<file path="src/rtl/vector_resolver_params.svh">
/*
  Constants of the interrupt vector priority resolver: vector numbers,
  register offsets, level-bit positions and reset values.
  Assumes inclusion by rtl/vector_resolver_pkg.sv and the resolver module.
*/
`ifndef VECTOR_RESOLVER_PARAMS_SVH
`define VECTOR_RESOLVER_PARAMS_SVH

// Vector numbers
`define VEC_NONMASK 6'h07
`define VEC_PIN0 6'h10
`define VEC_SOFT_END 6'h18
`define VEC_WATCHDOG 6'h19
`define VEC_CONV_END 6'h1c
`define VEC_TIMER0 6'h20
`define VEC_TIMER1 6'h28
`define VEC_TIMER2 6'h2c

// Source index layout inside the 25-bit request vector
`define SRC_NONMASK 0
`define SRC_PIN0 1
`define SRC_SOFT_END 9
`define SRC_WATCHDOG 10
`define SRC_CONV_END 11
`define SRC_TIMER0 12
`define SRC_TIMER1 17
`define SRC_TIMER2 21
`define SRC_COUNT 25
`define PIN_COUNT 8
`define TIMER0_COUNT 5
`define TIMER12_COUNT 4

// Level-bit positions inside the 16-bit priority level register
`define LVL_PIN0 15
`define LVL_PIN1 14
`define LVL_PIN23 13
`define LVL_PIN45 12
`define LVL_PIN67 11
`define LVL_SOFT_END 10
`define LVL_WATCHDOG 9
`define LVL_CONV_END 6
`define LVL_TIMER0 5
`define LVL_TIMER1 4
`define LVL_TIMER2 3
`define LVL_WRITABLE 16'hfe78

// Register byte addresses
`define ADDR_LEVEL 5'h00
`define ADDR_ENABLE 5'h04
`define ADDR_CONTROL 5'h08
`define ADDR_RESULT 5'h0c
`define ADDR_STATUS 5'h10
`define ADDR_MASK 5'h14

// Reset values
`define LEVEL_RESET 16'h0000
`define ENABLE_RESET 24'h000000
`define CONTROL_RESET 1'b0
`define MASK_RESET 2'h0
`define STATUS_RESET 2'h0

// Result register field positions
`define RES_VALID_BIT 31
`define RES_VEC_LSB 16

// Status bits
`define ST_WINNER_CHANGE 0
`define ST_NONMASK_SEEN 1
`define ST_WIDTH 2

`endif

</file>
<file path="src/rtl/vector_resolver_pkg.sv">
/*
  Types shared by the interrupt vector priority resolver.
  Assumes the params header for all numeric constants.
*/
`include "vector_resolver_params.svh"

package vector_resolver_pkg;

  // Raw request lines from the on-chip sources and the pins
  typedef struct packed {
    logic [3:0] timer2;
    logic [3:0] timer1;
    logic [4:0] timer0;
    logic conv_end;
    logic watchdog;
    logic soft_end;
    logic [7:0] pins;
    logic nonmask;
  } request_t;

  // Answer offered to the processor core
  typedef struct packed {
    logic valid;
    logic nonmask;
    logic [5:0] number;
    logic [15:0] address;
  } vector_t;

  typedef enum logic [1:0] {
    RD_IDLE = 2'b00,
    RD_DONE = 2'b01
  } bus_state_t;

endpackage

</file>
<file path="src/rtl/interrupt_vector_priority_resolver.sv">
/*
  Interrupt vector priority resolver: picks one winning request from the
  external pins and on-chip sources, and gives its vector number and
  address to the core. Registers sit on an Avalon-MM slave.
  Assumes request lines synchronous to clk, one clock, synchronous reset.
*/
// The Avalon-MM slave port and the register offsets were decided locally.
`timescale 1ns/1ns
`include "vector_resolver_params.svh"

// Contract
// RULE1: Default order: smaller vector number wins
// RULE2: Raised module level bit beats lower modules
// RULE3: Equal levels and intra-module ties use vector order
// RULE4: Address is vector times two or four
// RULE5: Pins 0-7 on vectors 16-23, paired levels; the code pairs only pins 2-7, pins 0 and 1 have own level bits
// RULE6: Soft end 24, watchdog 25, own levels
// RULE7: Conversion end 28 with own level bit
// RULE8: Timer 0 vectors 32-36, one level bit
// RULE9: Timer 1 vectors 40-43, one level bit
// RULE10: Timer 2 vectors 44-47, one level bit
// RULE11: Reserved vectors are never issued
// RULE12: Non-maskable request always top, never masked
// RULE13: Disabled sources take no part in resolution
module interrupt_vector_priority_resolver
#(
  parameter int SOURCES = `SRC_COUNT
)
(
  // Clock and reset
  input wire logic clk,
  input wire logic sys_rst,
  // Request lines
  input vector_resolver_pkg::request_t requests,
  // Vector to the core
  output vector_resolver_pkg::vector_t vector_out,
  // Avalon-MM slave
  input wire logic [4:0] avs_address,
  input wire logic avs_read,
  input wire logic avs_write,
  input wire logic [31:0] avs_writedata,
  input wire logic [3:0] avs_byteenable,
  output logic [31:0] avs_readdata,
  output logic avs_waitrequest,
  // Interrupt
  output logic irq
);
  import vector_resolver_pkg::*;

  // Source table below is fixed; refuse any other count
  if (SOURCES != `SRC_COUNT)
  begin
    $error("SOURCES must equal the fixed source count");
  end

  // Registers and resolution nets
  logic [15:0] level_reg;
  logic [23:0] enable_reg;
  logic advanced_reg;
  logic [`ST_WIDTH-1:0] status_reg;
  logic [`ST_WIDTH-1:0] mask_reg;
  vector_t vector_reg;
  vector_t vector_next;
  bus_state_t bus_state_reg;
  logic [SOURCES-1:0] raw;
  logic [SOURCES-1:0] active;
  logic [SOURCES-1:0] raised;
  logic [5:0] src_vec [SOURCES];
  logic [SOURCES-1:0] src_lvl;

  // Byte-lane merge shared by every writable register
  function automatic logic [31:0] merge(input logic [31:0] old_v,
                                        input logic [31:0] new_v,
                                        input logic [3:0] be);
    logic [31:0] r;
    r = old_v;
    for (int b = 0; b < 4; b++)
    begin
      if (be[b])
      begin
        r[b*8 +: 8] = new_v[b*8 +: 8];
      end
    end
    return r;
  endfunction

  // Vector address from number and mode
  function automatic logic [15:0] vec_addr(input logic [5:0] num, input logic adv);
    return adv ? {8'h00, num, 2'h0} : {9'h000, num, 1'h0}; // [RULE4]
  endfunction

  assign raw = requests;

  // Fixed source table: vector number and level bit of each source
  always_comb
  begin
    src_vec[`SRC_NONMASK] = `VEC_NONMASK;
    src_lvl[`SRC_NONMASK] = 1'b1;
    for (int i = 0; i < `PIN_COUNT; i++)
    begin
      src_vec[`SRC_PIN0 + i] = `VEC_PIN0 + 6'(i); // [RULE5]
    end
    // Pins 2 to 7 share one level bit per pair
    src_lvl[`SRC_PIN0] = level_reg[`LVL_PIN0]; // [RULE5]
    src_lvl[`SRC_PIN0 + 1] = level_reg[`LVL_PIN1];
    src_lvl[`SRC_PIN0 + 2] = level_reg[`LVL_PIN23];
    src_lvl[`SRC_PIN0 + 3] = level_reg[`LVL_PIN23];
    src_lvl[`SRC_PIN0 + 4] = level_reg[`LVL_PIN45];
    src_lvl[`SRC_PIN0 + 5] = level_reg[`LVL_PIN45];
    src_lvl[`SRC_PIN0 + 6] = level_reg[`LVL_PIN67];
    src_lvl[`SRC_PIN0 + 7] = level_reg[`LVL_PIN67];
    src_vec[`SRC_SOFT_END] = `VEC_SOFT_END; // [RULE6]
    src_lvl[`SRC_SOFT_END] = level_reg[`LVL_SOFT_END];
    src_vec[`SRC_WATCHDOG] = `VEC_WATCHDOG; // [RULE6]
    src_lvl[`SRC_WATCHDOG] = level_reg[`LVL_WATCHDOG];
    src_vec[`SRC_CONV_END] = `VEC_CONV_END; // [RULE7]
    src_lvl[`SRC_CONV_END] = level_reg[`LVL_CONV_END];
    // Each timer channel shares one level bit
    for (int i = 0; i < `TIMER0_COUNT; i++)
    begin
      src_vec[`SRC_TIMER0 + i] = `VEC_TIMER0 + 6'(i); // [RULE8]
      src_lvl[`SRC_TIMER0 + i] = level_reg[`LVL_TIMER0];
    end
    for (int i = 0; i < `TIMER12_COUNT; i++)
    begin
      src_vec[`SRC_TIMER1 + i] = `VEC_TIMER1 + 6'(i); // [RULE9]
      src_lvl[`SRC_TIMER1 + i] = level_reg[`LVL_TIMER1];
      src_vec[`SRC_TIMER2 + i] = `VEC_TIMER2 + 6'(i); // [RULE10]
      src_lvl[`SRC_TIMER2 + i] = level_reg[`LVL_TIMER2];
    end
  end

  // Non-maskable line ignores enables; others need their enable bit
  assign active = raw & {enable_reg, 1'b1}; // [RULE12] [RULE13]
  assign raised = active & src_lvl;

  // Sources are indexed in rising vector order, so lowest index wins.
  // Only mapped sources exist in the table, so no reserved number escapes.
  always_comb
  begin
    logic [SOURCES-1:0] pool;
    int win;
    win = 0;
    pool = (|raised) ? raised : active; // [RULE2]
    if (raw[`SRC_NONMASK])
    begin
      pool = active & {{(SOURCES-1){1'b0}}, 1'b1}; // [RULE12]
    end
    // Scan downward so the last hit is the lowest index
    for (int i = SOURCES - 1; i >= 0; i--)
    begin
      if (pool[i])
      begin
        win = i; // [RULE1] [RULE3] [RULE11]
      end
    end
    // Zero number and address when nothing is pending
    vector_next.valid = |pool;
    vector_next.nonmask = raw[`SRC_NONMASK];
    vector_next.number = (|pool) ? src_vec[win] : 6'h00;
    vector_next.address = (|pool) ? vec_addr(src_vec[win], advanced_reg) : 16'h0000;
  end

  // Registered answer: one cycle from request to vector
  always_ff @(posedge clk)
  begin
    if (sys_rst)
    begin
      vector_reg <= '0;
    end
    else
    begin
      vector_reg <= vector_next;
    end
  end

  assign vector_out = vector_reg;

  // Register writes: merged words first, one process per register
  wire wr_hit = avs_write;
  logic [31:0] wr_level;
  logic [31:0] wr_enable;
  logic [31:0] wr_control;
  logic [31:0] wr_mask;
  assign wr_level = merge({16'h0000, level_reg}, avs_writedata, avs_byteenable);
  assign wr_enable = merge({8'h00, enable_reg}, avs_writedata, avs_byteenable);
  assign wr_control = merge({31'h0, advanced_reg}, avs_writedata, avs_byteenable);
  assign wr_mask = merge({30'h0, mask_reg}, avs_writedata, avs_byteenable);

  // Dead level bits stay zero, so a read shows only live levels
  always_ff @(posedge clk)
  begin
    if (sys_rst)
    begin
      level_reg <= `LEVEL_RESET;
    end
    else if (wr_hit && avs_address == `ADDR_LEVEL)
    begin
      level_reg <= wr_level[15:0] & `LVL_WRITABLE;
    end
  end

  // Enable bit i gates source index i+1; nonmask has none
  always_ff @(posedge clk)
  begin
    if (sys_rst)
    begin
      enable_reg <= `ENABLE_RESET;
    end
    else if (wr_hit && avs_address == `ADDR_ENABLE)
    begin
      enable_reg <= wr_enable[23:0];
    end
  end

  // Control bit 0 selects times-four vector addresses
  always_ff @(posedge clk)
  begin
    if (sys_rst)
    begin
      advanced_reg <= `CONTROL_RESET;
    end
    else if (wr_hit && avs_address == `ADDR_CONTROL)
    begin
      advanced_reg <= wr_control[0];
    end
  end

  // Mask shares the status layout
  always_ff @(posedge clk)
  begin
    if (sys_rst)
    begin
      mask_reg <= `MASK_RESET;
    end
    else if (wr_hit && avs_address == `ADDR_MASK)
    begin
      mask_reg <= wr_mask[`ST_WIDTH-1:0];
    end
  end

  // Sticky events; a read of status clears, but a new event wins
  logic [`ST_WIDTH-1:0] events;
  logic status_rd;
  assign events[`ST_WINNER_CHANGE] = vector_next.valid &&
                                     (vector_next.number != vector_reg.number ||
                                      !vector_reg.valid);
  assign events[`ST_NONMASK_SEEN] = raw[`SRC_NONMASK] && !vector_reg.nonmask;
  // Clear on the first bus cycle of the read, as the data are latched
  assign status_rd = avs_read && bus_state_reg == RD_IDLE && avs_address == `ADDR_STATUS;

  always_ff @(posedge clk)
  begin
    if (sys_rst)
    begin
      status_reg <= `STATUS_RESET;
    end
    else
    begin
      status_reg <= (status_rd ? '0 : status_reg) | events;
    end
  end

  // Level output; stays high until status is read
  assign irq = |(status_reg & mask_reg);

  // Reads take one wait cycle so read data come from a flip-flop
  always_ff @(posedge clk)
  begin
    if (sys_rst)
    begin
      bus_state_reg <= RD_IDLE;
      avs_readdata <= 32'h00000000;
    end
    else
    begin
      unique case (bus_state_reg)
        RD_IDLE:
        begin
          if (avs_read)
          begin
            bus_state_reg <= RD_DONE;
            unique case (avs_address)
              `ADDR_LEVEL: avs_readdata <= {16'h0000, level_reg};
              `ADDR_ENABLE: avs_readdata <= {8'h00, enable_reg};
              `ADDR_CONTROL: avs_readdata <= {31'h0, advanced_reg};
              `ADDR_RESULT: avs_readdata <= {vector_reg.valid, 7'h00, 2'h0,
                                             vector_reg.number, vector_reg.address};
              // Pre-clear value; a set in the same cycle survives
              `ADDR_STATUS: avs_readdata <= {30'h0, status_reg};
              `ADDR_MASK: avs_readdata <= {30'h0, mask_reg};
              default: avs_readdata <= 32'h00000000;
            endcase
          end
        end
        RD_DONE:
        begin
          bus_state_reg <= RD_IDLE;
        end
      endcase
    end
  end

  // Writes never wait; a read waits exactly one cycle
  assign avs_waitrequest = avs_read && bus_state_reg == RD_IDLE;

endmodule

</file>
<file path="config.mk">
export PLATFORM = sky130hd
export DESIGN_NAME = interrupt_vector_priority_resolver
export DESIGN_NICKNAME = d
export VERILOG_FILES = /design/src/rtl/vector_resolver_pkg.sv /design/src/rtl/interrupt_vector_priority_resolver.sv
export VERILOG_INCLUDE_DIRS = /design/src /design/src/rtl
export SDC_FILE = /design/constraint.sdc
export NUM_CORES = 1
export LEC_CHECK = 0
export BUFFER_PORTS_ARGS = -buffer_cell sky130_fd_sc_hd__buf_2
export CAP_MARGIN = 25
export CORE_MARGIN = 1
export CORE_UTILIZATION = 50
export CTS_CLUSTER_DIAMETER = 40
export DETAILED_ROUTE_END_ITERATION = 8
export PLACE_DENSITY = 0.8
export SLEW_MARGIN = 40
export SYNTH_ARGS = -nofsm -noshare
export SYNTH_HDL_FRONTEND = slang
export SYNTH_SLANG_ARGS = --single-unit
</file>
<file path="constraint.sdc">
create_clock -name clk -period 4.7 [get_ports clk]
set_input_delay 0.235 -clock clk [delete_from_list [all_inputs] [get_ports clk]]
set_output_delay 0.235 -clock clk [all_outputs]
set_load 0.05 [all_outputs]
</file>
==> impl_metrics.ini <==
[timing]
tns_ns = 0
clock_skew_ns = 0.01151
slew_viol_final = 0
post-route-period-util_pct = 89.33
fmax_mhz = 238.2
setup_violations = 0
relSlewSlack_pct = 46.95
fin_crit_ns = 4.199
finalHoldViolCount = 0
worstMarginPinSlew_ns = 0.7935
setup_ws_ns = 0.5015
rsz0062_at_grt = no

[placement]
pre_cts_slack_ns = 0.6392
dp_hpwl_um = 12560
gp_congestion = 0.9640
postPlaceCellArea_mm2 = 0.005381
io_buffer_count = 102
post-place-cells = 854

[critical_path]
cp.arrival_ns = 4.48
critPathMaxFanout = 13
r2r_setup_slack_ns = 0.50
critPathLaunchType = flop
endpoint_kind = flop
worstPathRequired_ns = 4.98
worstSetupPathType = flop to flop

[job]
max-cap-violations = 0

[power_and_ir_drop]
p_leak_uw = 0.002229
p_per_area_mw_per_mm2 = 256.6
irDropWorstVdd_v = 0.0001709

[yosys]
synth_top_area_cell = dfxtp_1
yosys.cell_types.count = 64
syn_inst = 648
synthArstFlopShare_pct = 0
synth_flop_cell = dfxtp_1
ys_top_cells_by_area = dfxtp_1, nand2_1, a21oi_1, nor2_1, a22oi_1
syn_area_mm2 = 0.004825
ys_ff_latch = 81
synth_top_area_share_pct = 33.61
yosysWarnings = 0
syn_area_per_cell_um2 = 7.445
synth-seq-area-share_pct = 33.61
synth-edff-count = 0

[final_layout]
finalNonFillerCells = 870
layout-drive-gt1-share_pct = 20.11
diodes = 0
layout_commonest_cell = buf_2
mostFrequentLayoutCells = buf_2, nand2_1, dfxtp_1, nor2_1, a21oi_1
nNetsFinal = 810
largest_register_ffs = 25
finalInstanceArea_mm2 = 0.005602
syn_to_final_growth_pct = 16.10
postLayoutCoreUtil_pct = 60.34

[die]
dieHeight_um = 100.2
die_w_um = 100.2
die-area_mm2 = 0.01005
num_rows = 35
initial_utilization_pct = 51.97
core_mm2 = 0.009284
ios = 128

[detailed_routing]
viasPerCell = 6.294
detail-route-antenna-nets = 0
finalWirelength_um = 16420
wl_per_cell_um = 18.87
drtIter0Drc = 565
first_pass_iters = 5
drc = 0
vias = 5476

[grt]
grt_usage_pct = 33.08
grt-ovfl-total = 0
grt_pass1_wl_um = 25670
grt_pass1_vias = 5158
antenna_found_initial = 0
grt_max_degree = 70

[clock_tree]
worstSkewPairLatency_ns = 0.35
cts_root_buffer = clkbuf_8
cts_hold_buffers = 0
cts_tree = built
post_cts_buffers = 0
clk_path_buf_depth = 2
cts-resized-gates = 0
cts_buffers = 9
cts_sinks = 81
htree_num_levels = 3
path_clk_slew_ns = 0.09

[run_status]
outcome = complete, no violations

[min_path]
worstHoldPathType = input pin to flop
## cells in the mapped netlist (all sizes together), types with 3 or more instances
cell type and instances:
a21o 5, nand2 93, or2 5, and2 7
clkbuf 28, a211oi 10, nand2b 5, a222oi 3
a32o 3, ha 4, mux2i 19, o31ai 3
o21ai 23, a21boi 4, o211ai 6, a22oi 28
a32oi 4, inv 9, a31oi 16, nor2 81
and3 12, nor4 6, nor2b 4, dfxtp 81
a22o 10, a31o 3, buf 22, nand4 4
nand3 34, or3 5, o21a 3, nor3 10
a21oi 71
## through the flow
| step | power, uW | hold slack [ns] |
|---|---|---|
| after floorplan | 832.6 | 0.3710 |
| after global placement | 882.3 | 0.4412 |
| after detailed placement | 885.5 | 0.4453 |
| after CTS | 1438 | 0.1046 |
| after global routing | 1480 | 0.1183 |
| final | 1437 | 0.1164 |
## worst paths after layout
check | from | end | cells after the start
max | enable_reg[16] | status_reg[0] | 14
min reg2reg | avs_readdata[23] | avs_readdata[23] | 2
min | avs_writedata[23] | enable_reg[23] | 3
max reg2reg | enable_reg[16] | status_reg[0] | 14
## critical path: stages (launching register included)
cell,delay (ns)
dfxtp_1,0.40
a222oi_1,0.54
a21o_1,0.26
and4bb_2,0.43
nand2_1,0.23
a21boi_0,0.24
o211ai_1,0.18
a22o_1,0.30
inv_1,0.17
ha_1,0.23
o21ai_0,0.25
o2111a_1,0.32
nor3_1,0.28
a31oi_1,0.10
a31oi_1,0.17
## cell type report
type                       count  area [um^2]
sequential                    81         1622
tap                          129        161.4
inverter                       9        33.78
clock inverter                 6        90.09
multi-input combinational    523         2982
fill                         881         3682
clock buffer                  10        127.6
timing repair buffer         112        585.6
## routing by layer
| layer | share of wire (%) | track usage (%) |
|---|---|---|
| met1 | 41 | 41.98 |
| met2 | 48 | 56.48 |
| met3 | 7.3 | 4.318 |
| met4 | 3.2 | 13.82 |
| met5 | 0 | 0 |
## kinds of logic after synthesis
family | Yosys count | synth area share (%)
simple gates | 273 | 25.88
compound gates | 211 | 29.44
flops | 81 | 33.61
buf+inv | 59 | 6.016
mux | 19 | 3.942
fa+ha+maj | 4 | 1.037
other cells | 1 | 0.07773
## where the power goes
group / switching [uW] / leakage (uW) / internal [uW] / total [uW]
Clock: 260 / 0.000107 / 302 / 563
Sequential: 9.65 / 0.000655 / 693 / 703
Combinational: 126 / 0.00147 / 45.7 / 172
Total: 396 / 0.00223 / 1040 / 1440
(Power assumes the default switching activity.)
